==> config.mk <==
export PLATFORM = sky130hd
export DESIGN_NAME = tec_thermal_event
export DESIGN_NICKNAME = d
export VERILOG_FILES = /design/src/hdl/tec_pkg.sv /design/src/hdl/tec_trip_if.sv /design/src/hdl/tec_thermal_event.sv /design/src/hdl/tec_trip_cmp.sv /design/src/hdl/tec_sample_tick.sv
export SDC_FILE = /design/constraint.sdc
export NUM_CORES = 1
export LEC_CHECK = 0
export BUFFER_PORTS_ARGS = -buffer_cell sky130_fd_sc_hd__buf_4
export CORE_ASPECT_RATIO = 1.75
export CORE_UTILIZATION = 50
export DETAILED_ROUTE_END_ITERATION = 12
export HOLD_SLACK_MARGIN = 0.15
export PLACE_DENSITY = 0.81
export SETUP_SLACK_MARGIN = 0.3
export SLEW_MARGIN = 10
export SYNTH_ARGS = -nofsm -noshare
export SYNTH_HDL_FRONTEND = slang
export SYNTH_SLANG_ARGS = --single-unit
export TNS_END_PERCENT = 50
==> constraint.sdc <==
create_clock -name clk -period 8.9 [get_ports clk]
set_input_delay 1.78 -clock clk [delete_from_list [all_inputs] [get_ports clk]]
set_output_delay 1.78 -clock clk [all_outputs]
set_load 0.01 [all_outputs]
==> src/hdl/tec_pkg.sv <==
// Constants and types of the thermal event and configuration block.
// Assumes a serial engine that hands over whole 16-bit words and a converter
// that delivers signed quarter-degree temperature samples on the same clock.
// Behaviour
// Capability word is 16 bits, read only; writes to it change nothing.
// Capability bits 4:3 always read 01: 10-bit value, quarter degree steps.
// Capability bit 0 reports that alarm and critical trips are present.
// Capability bit 1 reports the accuracy grade, 1 meaning high accuracy.
// Capability bit 2 reports whether negative temperatures are reported signed.
// Capability bit 5 reads 1 by default, high voltage on lowest sub-address.
// Capability bits 15:6 always read zero.
// Alarm window events trigger when temperature enters or leaves the window.
// Critical-only operation triggers only while above the critical trip value; in interrupt mode the window latch can still assert.
// Critical events behave as comparator; clear-event never clears them.
// Every threshold applies the selected hysteresis when deciding to de-assert.
// Interrupt mode: writing clear-event de-asserts output until the next trigger.
// Comparator mode: register accesses never alter the event output.
// Shutdown halts sampling and event activity; the register port keeps working.
// Shutdown cannot be set while either lock bit is set.
// Clearing shutdown resumes sampling; all registers stay accessible meanwhile.
// Power-on reset clears shutdown and resumes continuous operation.
// Configuration word holds hysteresis, shutdown, locks, clear, status, enable, modes.
// Hysteresis codes: 00 off, 01 1.5 C, 10 3 C, 11 6 C.
// Event mode 0 is comparator, 1 interrupt; protected while a lock is set.
// A lock bit sets with one write and stays set until power-on reset.
// Clear-event reads 0 and does nothing in comparator mode.
// Locked bits ignore writes while unlocked bits of the same write update.
// Event status reads 1 exactly while an event is internally asserted.
package tec_pkg;

  localparam int TEMP_W = 11;
  localparam int TRIP_CHANNELS = 3;
  localparam int CH_UPPER = 0;
  localparam int CH_LOWER = 1;
  localparam int CH_CRIT = 2;

  localparam logic [2:0] PTR_CAPABILITY = 3'h0;
  localparam logic [2:0] PTR_CONFIG = 3'h1;

  localparam int CFG_MODE = 0;
  localparam int CFG_POL = 1;
  localparam int CFG_CRIT_ONLY = 2;
  localparam int CFG_OUT_EN = 3;
  localparam int CFG_STATUS = 4;
  localparam int CFG_CLEAR = 5;
  localparam int CFG_ALARM_LOCK = 6;
  localparam int CFG_CRIT_LOCK = 7;
  localparam int CFG_SHUTDOWN = 8;
  localparam int CFG_HYS_LO = 9;
  localparam int CFG_HYS_HI = 10;

  localparam logic [1:0] RES_CODE = 2'h1;
  localparam logic [9:0] CAP_RESERVED = 10'h000;
  localparam logic [15:0] WORD_ZERO = 16'h0000;

  localparam int HYS_W = 5;
  localparam logic [HYS_W-1:0] HYS_LSB_NONE = 5'h00;
  localparam logic [HYS_W-1:0] HYS_LSB_1P5 = 5'h06;
  localparam logic [HYS_W-1:0] HYS_LSB_3 = 5'h0c;
  localparam logic [HYS_W-1:0] HYS_LSB_6 = 5'h18;

  typedef enum logic [1:0] {
    TEC_HYS_OFF = 2'b00,
    TEC_HYS_1P5 = 2'b01,
    TEC_HYS_3 = 2'b10,
    TEC_HYS_6 = 2'b11
  } tec_hys_e;

  typedef struct packed {
    tec_hys_e hys;
    logic shutdown;
    logic critLock;
    logic alarmLock;
    logic outEn;
    logic critOnly;
    logic polHigh;
    logic intMode;
  } tec_cfg_s;

  localparam tec_cfg_s CFG_RESET = '{hys: TEC_HYS_OFF, default: 1'b0};

endpackage

==> src/hdl/tec_trip_if.sv <==
// Signals between the event engine and one hysteresis trip comparator.
// Assumes both ends run on the same clock.
`timescale 1ns/1ps
interface tec_trip_if #(
  parameter int W = 12
);
  logic signed [W-1:0] temp;
  logic signed [W-1:0] thresh;
  logic [tec_pkg::HYS_W-1:0] hysLsb;
  logic sample;
  logic halt;
  logic flag;

  modport cmp (input temp, thresh, hysLsb, sample, halt, output flag);
  modport ctl (output temp, thresh, hysLsb, sample, halt, input flag);
endinterface

==> src/hdl/tec_thermal_event.sv <==
// Capability and configuration registers with the event engine behind them.
// Assumes the serial engine presents a pointer with one-cycle read and write
// strobes, and that the trip point registers live elsewhere.
`timescale 1ns/1ps
module tec_thermal_event #(
  parameter int TW = tec_pkg::TEMP_W,
  parameter int SAMPLE_PERIOD = 4096,
  parameter logic CAP_TRIPS = 1'b1,
  parameter logic CAP_HIACC = 1'b1,
  parameter logic CAP_NEG = 1'b1,
  parameter logic CAP_HV = 1'b1
) (
  input wire logic clk,
  input wire logic rst,
  input wire logic [2:0] regPtr,
  input wire logic regWrite,
  input wire logic regRead,
  input wire logic [15:0] regWrData,
  output logic [15:0] regRdData,
  input wire logic signed [TW-1:0] tempValue,
  input wire logic tempValid,
  input wire logic signed [TW-1:0] upperTrip,
  input wire logic signed [TW-1:0] lowerTrip,
  input wire logic signed [TW-1:0] critTrip,
  output logic sampleReq,
  output logic eventOut,
  output logic eventOe
);
  localparam logic [15:0] CAP_WORD =
    {tec_pkg::CAP_RESERVED, CAP_HV, tec_pkg::RES_CODE, CAP_NEG, CAP_HIACC, CAP_TRIPS};

  typedef struct packed {
    tec_pkg::tec_cfg_s cfg;
    logic intLatch;
    logic windowPrev;
    logic eventOe;
    logic [15:0] rdData;
  } tec_state_s;

  tec_state_s state_r;
  tec_state_s state_nxt;

  logic [tec_pkg::TRIP_CHANNELS-1:0] tripFlag;
  logic signed [TW:0] tExt;
  logic signed [TW:0] upExt;
  logic signed [TW:0] loExt;
  logic signed [TW:0] crExt;
  logic [tec_pkg::HYS_W-1:0] hysLsb;
  logic aboveWin;
  logic belowWin;
  logic critHit;
  logic windowCond;
  logic windowEdge;
  logic condNow;
  logic activeNow;
  logic cfgWrite;
  logic clearEv;
  logic lockAny;
  logic pinHigh;
  logic [15:0] cfgWord;

  assign tExt = {tempValue[TW-1], tempValue};
  assign upExt = {upperTrip[TW-1], upperTrip};
  assign loExt = {lowerTrip[TW-1], lowerTrip};
  assign crExt = {critTrip[TW-1], critTrip};

  always_comb begin
    unique case (state_r.cfg.hys)
      tec_pkg::TEC_HYS_OFF: hysLsb = tec_pkg::HYS_LSB_NONE;
      tec_pkg::TEC_HYS_1P5: hysLsb = tec_pkg::HYS_LSB_1P5;
      tec_pkg::TEC_HYS_3: hysLsb = tec_pkg::HYS_LSB_3;
      tec_pkg::TEC_HYS_6: hysLsb = tec_pkg::HYS_LSB_6;
    endcase
  end

  // The lower trip runs on negated operands so one comparator serves all three.
  tec_trip_if #(.W(TW + 1)) trip[tec_pkg::TRIP_CHANNELS] ();

  genvar i;
  generate
    for (i = 0; i < tec_pkg::TRIP_CHANNELS; i++) begin : g_trip
      assign trip[i].temp = (i == tec_pkg::CH_LOWER) ? -tExt : tExt;
      assign trip[i].thresh = (i == tec_pkg::CH_UPPER) ? upExt :
                              (i == tec_pkg::CH_LOWER) ? -loExt : crExt;
      assign trip[i].hysLsb = hysLsb;
      assign trip[i].sample = tempValid;
      assign trip[i].halt = state_r.cfg.shutdown;
      assign tripFlag[i] = trip[i].flag;
      tec_trip_cmp #(.W(TW + 1)) u_cmp (
        .clk(clk),
        .rst(rst),
        .trip(trip[i])
      );
    end
  endgenerate

  tec_sample_tick #(.PERIOD(SAMPLE_PERIOD)) u_tick (
    .clk(clk),
    .rst(rst),
    .halt(state_r.cfg.shutdown),
    .tick(sampleReq)
  );

  assign aboveWin = tripFlag[tec_pkg::CH_UPPER];
  assign belowWin = tripFlag[tec_pkg::CH_LOWER];
  assign critHit = tripFlag[tec_pkg::CH_CRIT];

  // Window conditions are masked under critical-only operation; in interrupt mode an earlier latch and the mask's own edge still assert.
  assign windowCond = (aboveWin | belowWin) & ~state_r.cfg.critOnly;
  assign windowEdge = windowCond ^ state_r.windowPrev;
  assign condNow = windowCond | critHit;

  // Critical events are level events in both modes.
  assign activeNow = state_r.cfg.intMode ? (state_r.intLatch | critHit) : condNow;

  assign cfgWrite = regWrite && (regPtr == tec_pkg::PTR_CONFIG);
  assign clearEv = cfgWrite && regWrData[tec_pkg::CFG_CLEAR] && state_r.cfg.intMode;
  assign lockAny = state_r.cfg.alarmLock | state_r.cfg.critLock;
  assign pinHigh = state_r.cfg.polHigh ? activeNow : ~activeNow;

  always_comb begin
    cfgWord = tec_pkg::WORD_ZERO;
    cfgWord[tec_pkg::CFG_MODE] = state_r.cfg.intMode;
    cfgWord[tec_pkg::CFG_POL] = state_r.cfg.polHigh;
    cfgWord[tec_pkg::CFG_CRIT_ONLY] = state_r.cfg.critOnly;
    cfgWord[tec_pkg::CFG_OUT_EN] = state_r.cfg.outEn;
    cfgWord[tec_pkg::CFG_STATUS] = activeNow;
    cfgWord[tec_pkg::CFG_ALARM_LOCK] = state_r.cfg.alarmLock;
    cfgWord[tec_pkg::CFG_CRIT_LOCK] = state_r.cfg.critLock;
    cfgWord[tec_pkg::CFG_SHUTDOWN] = state_r.cfg.shutdown;
    cfgWord[tec_pkg::CFG_HYS_HI:tec_pkg::CFG_HYS_LO] = state_r.cfg.hys;
  end

  always_comb begin
    state_nxt = state_r;
    state_nxt.windowPrev = windowCond;
    if (regRead) begin
      unique case (regPtr)
        tec_pkg::PTR_CAPABILITY: state_nxt.rdData = CAP_WORD;
        tec_pkg::PTR_CONFIG: state_nxt.rdData = cfgWord;
        default: state_nxt.rdData = tec_pkg::WORD_ZERO;
      endcase
    end
    if (cfgWrite) begin
      if (!lockAny) begin
        state_nxt.cfg.intMode = regWrData[tec_pkg::CFG_MODE];
        state_nxt.cfg.polHigh = regWrData[tec_pkg::CFG_POL];
        state_nxt.cfg.outEn = regWrData[tec_pkg::CFG_OUT_EN];
        state_nxt.cfg.hys = tec_pkg::tec_hys_e'(
          regWrData[tec_pkg::CFG_HYS_HI:tec_pkg::CFG_HYS_LO]);
      end
      if (!state_r.cfg.alarmLock) begin
        state_nxt.cfg.critOnly = regWrData[tec_pkg::CFG_CRIT_ONLY];
      end
      if (!regWrData[tec_pkg::CFG_SHUTDOWN]) begin
        state_nxt.cfg.shutdown = 1'b0;
      end else if (!lockAny) begin
        state_nxt.cfg.shutdown = 1'b1;
      end
      state_nxt.cfg.alarmLock = state_r.cfg.alarmLock | regWrData[tec_pkg::CFG_ALARM_LOCK];
      state_nxt.cfg.critLock = state_r.cfg.critLock | regWrData[tec_pkg::CFG_CRIT_LOCK];
    end
    // A window edge in the clearing cycle wins over the clear.
    // The latch only lives in interrupt mode, so a mode switch never shows a stale event.
    if (state_r.cfg.shutdown || !state_r.cfg.intMode) begin
      state_nxt.intLatch = 1'b0;
    end else if (windowEdge) begin
      state_nxt.intLatch = 1'b1;
    end else if (clearEv) begin
      state_nxt.intLatch = 1'b0;
    end
    state_nxt.eventOe = state_r.cfg.outEn & ~pinHigh;
  end

  always_ff @(posedge clk) begin
    if (rst) begin
      state_r <= '{cfg: tec_pkg::CFG_RESET, default: '0};
    end else begin
      state_r <= state_nxt;
    end
  end

  assign regRdData = state_r.rdData;
  assign eventOut = 1'b0;
  assign eventOe = state_r.eventOe;

  AST_CAP_WORD: assert property (@(posedge clk) disable iff (rst)
    (regRead && regPtr == tec_pkg::PTR_CAPABILITY) |=> regRdData == CAP_WORD)
    else $error("Capability read returned a wrong word.");

  AST_CAP_RES: assert property (@(posedge clk) disable iff (rst)
    (regRead && regPtr == tec_pkg::PTR_CAPABILITY) |=> regRdData[4:3] == tec_pkg::RES_CODE)
    else $error("Resolution field is not 01.");

  AST_CAP_RSVD: assert property (@(posedge clk) disable iff (rst)
    (regRead && regPtr == tec_pkg::PTR_CAPABILITY) |=> regRdData[15:6] == 10'h000)
    else $error("Capability reserved bits are not zero.");

  AST_CLEAR_READS_ZERO: assert property (@(posedge clk) disable iff (rst)
    (regRead && regPtr == tec_pkg::PTR_CONFIG) |=> !regRdData[tec_pkg::CFG_CLEAR])
    else $error("Clear-event bit read back as one.");

  AST_LOCK_STICKY: assert property (@(posedge clk) disable iff (rst)
    (state_r.cfg.alarmLock || state_r.cfg.critLock) |=>
      ($past(state_r.cfg.alarmLock) -> state_r.cfg.alarmLock) &&
      ($past(state_r.cfg.critLock) -> state_r.cfg.critLock))
    else $error("A lock bit cleared without power-on reset.");

  AST_SHDN_REFUSED: assert property (@(posedge clk) disable iff (rst)
    (lockAny && !state_r.cfg.shutdown) |=> !state_r.cfg.shutdown)
    else $error("Shutdown set while a lock bit was set.");

  AST_MODE_PROTECTED: assert property (@(posedge clk) disable iff (rst)
    lockAny |=> $stable(state_r.cfg.intMode) && $stable(state_r.cfg.polHigh) &&
      $stable(state_r.cfg.outEn) && $stable(state_r.cfg.hys))
    else $error("Locked configuration bit changed.");

  AST_CRIT_NOT_CLEARED: assert property (@(posedge clk) disable iff (rst)
    critHit |-> activeNow ##1 (critHit -> cfgWord[tec_pkg::CFG_STATUS]))
    else $error("Critical event not asserted.");

  AST_COMPARATOR: assert property (@(posedge clk) disable iff (rst)
    (!state_r.cfg.intMode && state_r.cfg.outEn && !state_r.cfg.polHigh) |=>
      eventOe == $past(condNow))
    else $error("Comparator output differs from the trip condition.");

  AST_INT_CLEAR: assert property (@(posedge clk) disable iff (rst)
    (clearEv && !windowEdge && !state_r.cfg.shutdown) |=> !state_r.intLatch)
    else $error("Clear-event did not release the interrupt.");

  AST_PIN_DRIVE: assert property (@(posedge clk) disable iff (rst)
    (state_r.cfg.outEn && activeNow && !state_r.cfg.polHigh) |=> eventOe)
    else $error("Active-low event not driven low.");

  // Capability fields, one check per reported feature.
  AST_CAP_TRIPS: assert property (@(posedge clk) disable iff (rst)
    (regRead && regPtr == tec_pkg::PTR_CAPABILITY) |=> regRdData[0] == CAP_TRIPS)
    else $error("Trip support bit is wrong.");

  AST_CAP_ACC: assert property (@(posedge clk) disable iff (rst)
    (regRead && regPtr == tec_pkg::PTR_CAPABILITY) |=> regRdData[1] == CAP_HIACC)
    else $error("Accuracy grade bit is wrong.");

  AST_CAP_RANGE: assert property (@(posedge clk) disable iff (rst)
    (regRead && regPtr == tec_pkg::PTR_CAPABILITY) |=> regRdData[2] == CAP_NEG)
    else $error("Range bit is wrong.");

  AST_CAP_HV: assert property (@(posedge clk) disable iff (rst)
    (regRead && regPtr == tec_pkg::PTR_CAPABILITY) |=> regRdData[5] == CAP_HV)
    else $error("High voltage bit is wrong.");

  AST_CAP_NO_WRITE: assert property (@(posedge clk) disable iff (rst)
    (regWrite && regPtr != tec_pkg::PTR_CONFIG) |=> $stable(state_r.cfg))
    else $error("A write outside the configuration word changed it.");

  // Configuration readback.
  AST_CFG_RSVD: assert property (@(posedge clk) disable iff (rst)
    (regRead && regPtr == tec_pkg::PTR_CONFIG) |=> regRdData[15:11] == 5'h00)
    else $error("Configuration reserved bits are not zero.");

  AST_CFG_SHDN_READ: assert property (@(posedge clk) disable iff (rst)
    (regRead && regPtr == tec_pkg::PTR_CONFIG) |=>
      regRdData[tec_pkg::CFG_SHUTDOWN] == $past(state_r.cfg.shutdown))
    else $error("Shutdown bit read back wrong.");

  AST_CFG_HYS_READ: assert property (@(posedge clk) disable iff (rst)
    (regRead && regPtr == tec_pkg::PTR_CONFIG) |=>
      regRdData[tec_pkg::CFG_HYS_HI:tec_pkg::CFG_HYS_LO] == $past(state_r.cfg.hys))
    else $error("Hysteresis field read back wrong.");

  AST_CFG_LOCK_READ: assert property (@(posedge clk) disable iff (rst)
    (regRead && regPtr == tec_pkg::PTR_CONFIG) |=>
      regRdData[7:6] == $past({state_r.cfg.critLock, state_r.cfg.alarmLock}))
    else $error("Lock bits read back wrong.");

  AST_RD_HOLD: assert property (@(posedge clk) disable iff (rst)
    !regRead |=> $stable(regRdData))
    else $error("Read data changed without a read.");

  // Event engine.
  AST_STATUS_CRIT: assert property (@(posedge clk) disable iff (rst)
    critHit |-> cfgWord[tec_pkg::CFG_STATUS])
    else $error("Status bit clear during a critical event.");

  AST_CRIT_ONLY: assert property (@(posedge clk) disable iff (rst)
    (state_r.cfg.critOnly && !state_r.cfg.intMode && !critHit) |-> !activeNow)
    else $error("Window event asserted in critical-only operation.");

  AST_WIN_MASK: assert property (@(posedge clk) disable iff (rst)
    state_r.cfg.critOnly |-> !windowCond)
    else $error("Window condition seen in critical-only operation.");

  AST_INT_SET: assert property (@(posedge clk) disable iff (rst)
    (state_r.cfg.intMode && windowEdge && !state_r.cfg.shutdown) |=> state_r.intLatch)
    else $error("Window crossing did not raise the interrupt.");

  AST_INT_HOLD: assert property (@(posedge clk) disable iff (rst)
    (state_r.cfg.intMode && state_r.intLatch && !clearEv && !state_r.cfg.shutdown) |=>
      state_r.intLatch)
    else $error("Interrupt dropped without a clear.");

  AST_SHDN_NO_EVENT: assert property (@(posedge clk) disable iff (rst)
    state_r.cfg.shutdown |=> (tripFlag == '0 && !state_r.intLatch))
    else $error("Event condition held during shutdown.");

  AST_SHDN_SET: assert property (@(posedge clk) disable iff (rst)
    (cfgWrite && regWrData[tec_pkg::CFG_SHUTDOWN] && !lockAny) |=> state_r.cfg.shutdown)
    else $error("Shutdown write not taken.");

  AST_SHDN_CLEAR: assert property (@(posedge clk) disable iff (rst)
    (cfgWrite && !regWrData[tec_pkg::CFG_SHUTDOWN]) |=> !state_r.cfg.shutdown)
    else $error("Shutdown not cleared by a write of zero.");

  // Lock handling.
  AST_ALARM_LOCK_SET: assert property (@(posedge clk) disable iff (rst)
    (cfgWrite && regWrData[tec_pkg::CFG_ALARM_LOCK]) |=> state_r.cfg.alarmLock)
    else $error("Alarm lock not set by one write.");

  AST_CRIT_LOCK_SET: assert property (@(posedge clk) disable iff (rst)
    (cfgWrite && regWrData[tec_pkg::CFG_CRIT_LOCK]) |=> state_r.cfg.critLock)
    else $error("Critical lock not set by one write.");

  AST_UNLOCKED_WRITE: assert property (@(posedge clk) disable iff (rst)
    (cfgWrite && !lockAny) |=>
      state_r.cfg.intMode == $past(regWrData[tec_pkg::CFG_MODE]))
    else $error("Unlocked mode bit did not update.");

  AST_CRITONLY_LOCK: assert property (@(posedge clk) disable iff (rst)
    (cfgWrite && state_r.cfg.alarmLock) |=> $stable(state_r.cfg.critOnly))
    else $error("Critical-only bit changed under the alarm lock.");

  // Pin drive.
  AST_PIN_RELEASE: assert property (@(posedge clk) disable iff (rst)
    !state_r.cfg.outEn |=> !eventOe)
    else $error("Event pin driven while the output is disabled.");

  AST_PIN_HIGH_POL: assert property (@(posedge clk) disable iff (rst)
    (state_r.cfg.outEn && activeNow && state_r.cfg.polHigh) |=> !eventOe)
    else $error("Active-high event pulled low.");
endmodule

==> src/hdl/tec_trip_cmp.sv <==
// One trip comparator: sets above its threshold, clears below threshold less hysteresis.
// Assumes the caller negates both operands to build a below-threshold trip.
`timescale 1ns/1ps
module tec_trip_cmp #(
  parameter int W = 12
) (
  input wire logic clk,
  input wire logic rst,
  tec_trip_if.cmp trip
);
  typedef struct packed {
    logic flag;
  } tec_cmp_s;

  tec_cmp_s state_r;
  tec_cmp_s state_nxt;
  logic signed [W+1:0] tExt;
  logic signed [W+1:0] thExt;
  logic signed [W+1:0] clearLim;

  assign tExt = {{2{trip.temp[W-1]}}, trip.temp};
  assign thExt = {{2{trip.thresh[W-1]}}, trip.thresh};
  assign clearLim = thExt - $signed({{(W-3){1'b0}}, trip.hysLsb});
  assign trip.flag = state_r.flag;

  always_comb begin
    state_nxt = state_r;
    if (trip.halt) begin
      state_nxt.flag = 1'b0;
    end else if (trip.sample) begin
      if (tExt > thExt) begin
        state_nxt.flag = 1'b1;
      end else if (tExt < clearLim) begin
        state_nxt.flag = 1'b0;
      end
    end
  end

  always_ff @(posedge clk) begin
    if (rst) begin
      state_r <= '0;
    end else begin
      state_r <= state_nxt;
    end
  end

  AST_HYS_HOLD: assert property (@(posedge clk) disable iff (rst)
    (state_r.flag && trip.sample && !trip.halt && tExt >= clearLim) |=> state_r.flag)
    else $error("Trip flag dropped inside the hysteresis band.");

  AST_HALT_CLEAR: assert property (@(posedge clk) disable iff (rst)
    trip.halt |=> !state_r.flag)
    else $error("Trip flag stayed set while halted.");
endmodule

==> src/hdl/tec_sample_tick.sv <==
// Sampling request divider; held at zero and silent while shut down.
// Assumes one request per period is enough for the converter.
`timescale 1ns/1ps
module tec_sample_tick #(
  parameter int PERIOD = 4096
) (
  input wire logic clk,
  input wire logic rst,
  input wire logic halt,
  output logic tick
);
  localparam int CW = $clog2(PERIOD);
  localparam logic [CW-1:0] LAST = CW'(PERIOD - 1);

  typedef struct packed {
    logic [CW-1:0] cnt;
    logic tick;
  } tec_tick_s;

  tec_tick_s state_r;
  tec_tick_s state_nxt;

  assign tick = state_r.tick;

  always_comb begin
    state_nxt = state_r;
    state_nxt.tick = 1'b0;
    if (halt) begin
      state_nxt.cnt = '0;
    end else if (state_r.cnt == LAST) begin
      state_nxt.cnt = '0;
      state_nxt.tick = 1'b1;
    end else begin
      state_nxt.cnt = state_r.cnt + 1'b1;
    end
  end

  always_ff @(posedge clk) begin
    if (rst) begin
      state_r <= '0;
    end else begin
      state_r <= state_nxt;
    end
  end

  AST_NO_TICK_HALTED: assert property (@(posedge clk) disable iff (rst)
    halt |=> !state_r.tick)
    else $error("Sample request issued during shutdown.");
endmodule

==> results.cfg, run 1 <==
[sta]
rsz0062_at_grt = no
clock.fmax_mhz = 190
clock_skew_ns = 0.00429
worstMarginPinSlew_ns = 0.698
period_minus_slack_ns = 5.27
fin_crit_sh_pct = 59.2
setup_viol = 0
max_slew_margin_pct = 52.2
finalSetupTns_ns = 0
hold_viol_final = 0
layout_setup_ws_ns = 3.63
holdWs_ns = 0.448
slew_viol_final = 0

[clock_network]
post_cts_resized = 0
cts_hold_buf = 0
cts_max_path_buffers = 2
path_clk_slew_ns = 0.06
htree_levels = 2
cts_buffers = 5
cts_tree = yes
insertion_delay_ns = 0.29
root_buffer = clkbuf_16
clock_sinks = 39
postCtsSetupBuffers = 0

[drt]
drt_iter0_drc = 152
num_vias = 4021
route.detailed.drc = 0
drtAntennaViolNets = 0
wl_per_cell_um = 15.2
first_pass_iters = 5
totalWireLength_um = 10900
via_per_inst = 5.62

[worst_setup_path]
crit_type = primary input to flop
path_delay_family = simple AND/OR/NAND/NOR gates
critical_path_buf_inv_count = 2
reg2reg_from = cfgWord[9]$_SDFFE_PP0P_
ff2ff_setup_slack_ns = 4.91
crit_path_frequent_cell = ha_1
crit_required_ns = 9.08
setup.worst_path.start = lowerTrip[0]
cp_max_fo = 5
cp-start-kind = primary input
ff2ff_path_depth = 14
worst_ep_arrival_time_ns = 5.45
end_kind = flop
cp-endpoint = g_trip[1].u_cmp.trip.flag$_SDFFE_PP0P_
critical_path_depth = 19
critPathMaxStageDelay_ns = 0.39
critical_path.cell_chain = buf_4, inv_1, ha_1, nor3b_1, xnor2_2, ha_1, o21ai_0, nand2b_1, nor3_1, and3_1, xnor2_1, ha_1, nand4_1, nor3_1, o31ai_1, o211ai_1, mux2i_1, nand2_1, a32o_1
r2r-end = g_trip[2].u_cmp.trip.flag$_SDFFE_PP0P_
critPathSlowestCell = nor3_1

[yosys]
synth-edff-count = 0
seq_area_frac_synth_pct = 17.9
synth_most_common_cell = ha_1
syn_avg_cell_area_um2 = 8.14
async_flop_share_pct = 0
synth_cell_types = 52
yosysTopAreaCellShare_pct = 24.1
synth_area_um2 = 4360
yosysWarnings = 0
synthTopCellsByCount = ha_1, nor2_1, inv_1
synth_top_area_cell = ha_1
netlist_instances = 536
ys_seq_elements = 39
netlist_top_cells_area = ha_1, dfxtp_1, xnor2_1
synth_flop_cell = dfxtp_1

[layout]
nNetsFinal = 754
n_fill_cell = 782
final_cells = 715
design_area_um2 = 5070
layout-drive-gt1-share_pct = 15.2
insertedDiodeCount = 0
syn2layout_area_growth_pct = 16.3
fin_util_pct = 60.6

[pwr]
p_per_area_nw_per_um2 = 108
ir_drop_mv = 0.167
totalPowerFinal_mw = 0.546
p_leak_nw = 2.33

[place]
numPortBuffers = 74
post-place-ws_ns = 3.35
dpl_cell_area_um2 = 4930
post-dp-hpwl_um = 9160
dp.cells = 707
place_congestion = 0.894

[grt]
track_usage_pct = 25.4
grt_pass1_wl_um = 18300
grt_overflow = 0
first_global_vias = 4237
grt_max_degree = 28
antenna_found_initial = 0

[floorplan]
die_x_um = 72.6
core-area_um2 = 8370
io_pins = 87
die_area_um2 = 9120
start_util_pct = 52.2
row_count = 44
die_h_um = 126

[status]
status = complete, no violations

[min_path]
min_path_cells = 1
hp-class = flop to flop

[run]
cap_violations = 0
-- how the worst min path moves through the flow --
| stage | from | to | slack [ns] |
|---|---|---|---|
| finish | u_tick.state_r[1]$_SDFF_PP0_ | u_tick.state_r[1]$_SDFF_PP0_ | 0.45 |
| global route | u_tick.state_r[1]$_SDFF_PP0_ | u_tick.state_r[1]$_SDFF_PP0_ | 0.46 |
| CTS | u_tick.state_r[1]$_SDFF_PP0_ | u_tick.state_r[1]$_SDFF_PP0_ | 0.45 |
| detailed placement | u_tick.state_r[1]$_SDFF_PP0_ | u_tick.state_r[1]$_SDFF_PP0_ | 0.46 |
| global placement | u_tick.state_r[1]$_SDFF_PP0_ | u_tick.state_r[1]$_SDFF_PP0_ | 0.43 |
| floorplan | u_tick.state_r[1]$_SDFF_PP0_ | u_tick.state_r[1]$_SDFF_PP0_ | 0.42 |
-- area by class of cell --
| class | count | area [um^2] | share of cell area (%) |
|---|---|---|---|
| well taps | 115 | 144 | 2.84 |
| repair buffers | 74 | 556 | 10.9 |
| clock buffers | 6 | 129 | 2.54 |
| flip-flops and latches | 39 | 781 | 15.4 |
| clock inverters | 2 | 12.5 | 0.247 |
| inverters | 48 | 180 | 3.55 |
| multi-input cells | 431 | 3270 | 64.5 |
-- placed cells by master (no fill, tap or decap), drive strengths merged, types with 3 or more instances in the layout --
cell type   n
a21oi      27
nor4        3
nor2       52
nand3      14
nor3b       7
xnor2      41
nand2b     11
o21a       10
nor2b      21
fa          3
buf        74
nand4       9
inv        48
conb        6
ha         84
nor3       21
nand2      23
or3         7
and3        6
dfxtp      39
mux2i       7
a21o        9
xor2       13
o21ai      16
clkbuf      6
a211oi      7
-- cell families after synthesis --
family / synth area share (%)
other: 0.0859
xor gates and xnor gates: 11.0
muxes: 1.61
and+or+nand+nor: 22.2
adders and majority gates: 25.7
DFF: 17.9
buffers and inverters: 7.57
AOI/OAI and AO/OA: 14.0
-- where the power goes --
part / switching, mW / leakage (nW) / internal, mW
clock: 0.0695 / 0.0669 / 0.103
combinational: 0.0999 / 1.95 / 0.0886
sequential: 0.00439 / 0.316 / 0.180
total: 0.174 / 2.33 / 0.372
-- flip-flops by register name, indices dropped and copies added, names as in the netlist --
name,count
state_r,2
g_trip.u_cmp.trip.flag,3
trip.halt,1
u_tick.tick,1
regRdData,11
u_tick.state_r,12
cfgWord,8
eventOe,1
-- layer usage --
layer / global-route usage, % / vias up / part of all wire [%]
li1: - / 1985 / -
met1: 24.2 / 1886 / 36
met2: 50.7 / 121 / 57
met3: 3.55 / 29 / 4.1
met4: 11.2 / 0 / 3.4
met5: 0 / - / 0
No activity file was read; power rests on OpenSTA's default activity.
==> inputs of run 2 (changes only) <==
- clock period: 8.9 -> 4.9 ns (I/O delays scaled with it)
==> run 2 against run 1 <==
Net effect:
- power rose by 94%
- hold slack improved by 0.021 ns
- flip-flop and latch count did not move
- die area did not move
- cell count rose by 0.14%
- sequential share of layout area fell by 0.12 points
- largest power group is now the clock network
==> results.cfg, run 2 (synthesis results as in run 1) <==
[status]
status = complete, no violations

[layout]
insertedDiodeCount = 0
layout-drive-gt1-share_pct = 15.6
final_cell_mix = ha_1, buf_4, nor2_1
design_area_um2 = 5110
largest_register = u_tick.state_r
syn2layout_area_growth_pct = 17.2
fin_util_pct = 61.1
nNetsFinal = 755
final_common_cell = ha_1
largest_reg_flops = 12
final_cells = 716

[grt]
first_global_vias = 4011
antenna_found_initial = 0
grt_pass1_wl_um = 17400
track_usage_pct = 24.5
grt_overflow = 0
grt_max_degree = 28

[worst_setup_path]
crit_type = primary input to flop
crit_required_ns = 5.08
ff2ff_setup_slack_ns = 0.90
cp-start-kind = primary input
worst_ep_arrival_time_ns = 4.43
end_kind = flop
cp_max_fo = 4

[place]
post-dp-hpwl_um = 8960
numPortBuffers = 74
place_congestion = 0.889
post-place-ws_ns = 0.284
dp.cells = 708
dpl_cell_area_um2 = 4940

[pwr]
p_per_area_nw_per_um2 = 207
totalPowerFinal_mw = 1.06
p_leak_nw = 2.36
ir_drop_mv = 0.266

[floorplan]
core-area_um2 = 8370
row_count = 44
die_x_um = 72.6
die_area_um2 = 9120
die_h_um = 126
io_pins = 87
start_util_pct = 52.2

[clock_network]
cts_tree = yes
postCtsSetupBuffers = 0
root_buffer = clkbuf_16
cts_buffers = 5
cts_max_path_buffers = 2
insertion_delay_ns = 0.29
path_clk_slew_ns = 0.06
htree_levels = 2
clock_sinks = 39

[sta]
period_minus_slack_ns = 4.25
layout_setup_ws_ns = 0.650
rsz0062_at_grt = no
finalSetupTns_ns = 0
clock_skew_ns = 0.00603
fin_crit_sh_pct = 86.7
worstMarginPinSlew_ns = 0.686
max_slew_margin_pct = 53.1
hold_viol_final = 0
slew_viol_final = 0
setup_viol = 0
holdWs_ns = 0.468
clock.fmax_mhz = 235

[drt]
drt_iter0_drc = 106
via_per_inst = 5.66
first_pass_iters = 4
drtAntennaViolNets = 0
num_vias = 4051
totalWireLength_um = 10900
route.detailed.drc = 0
wl_per_cell_um = 15.2

[min_path]
hp-class = flop to flop

[run]
cap_violations = 0
==> run 2: final cells by class <==
| class | instances | area (um^2) |
|---|---|---|
| clock inverters | 3 | 43.8 |
| flip-flops and latches | 39 | 781 |
| well taps | 115 | 144 |
| clock buffers | 5 | 125 |
| multi-input cells | 431 | 3280 |
| inverters | 48 | 180 |
| repair buffers | 75 | 563 |
| fillers | 782 | 3250 |
==> run 2: where the power goes <==
| part | switching, mW | internal, mW |
|---|---|---|
| clock | 0.137 | 0.240 |
| combinational | 0.183 | 0.161 |
| sequential | 0.00840 | 0.327 |
==> run 2: worst max-delay path, cell delays in order <==
cell      delay (ns)
buf_4           0.10
inv_1           0.04
ha_1            0.23
xnor2_1         0.23
ha_1            0.26
nor2b_1         0.12
o21ai_0         0.15
nand2b_1        0.11
a211oi_1        0.26
and2_1          0.25
nand2_1         0.09
xnor2_1         0.13
ha_1            0.29
nand4_1         0.15
nor3_1          0.21
o31ai_1         0.14
o211ai_1        0.14
mux2i_1         0.22
nand2_1         0.07
a32o_1          0.25
==> run 2: path summary, 6_finish.rpt <==
check                               start                                      to  depth (start not counted)
max                          lowerTrip[0]  g_trip[1].u_cmp.trip.flag$_SDFFE_PP0P_                         20
min          u_tick.state_r[1]$_SDFF_PP0_            u_tick.state_r[1]$_SDFF_PP0_                          1
max reg2reg       cfgWord[9]$_SDFFE_PP0P_  g_trip[2].u_cmp.trip.flag$_SDFFE_PP0P_                         15
min reg2reg  u_tick.state_r[1]$_SDFF_PP0_            u_tick.state_r[1]$_SDFF_PP0_                          1
==> run 2: repair_timing <==
item	4_1_cts	5_1_grt
setup endpoints to repair	0	1
hold endpoints to repair	0	0
resized for setup	0	1
hold buffers	0	0
==> run 2: layer usage <==
layer	track usage, %	vias to the layer above	part of all wire, %
li1	-	1983	-
met1	22.9	1917	36
met2	47.8	109	56
met3	3.06	42	3.1
met4	14.8	0	5.1
met5	0	-	0
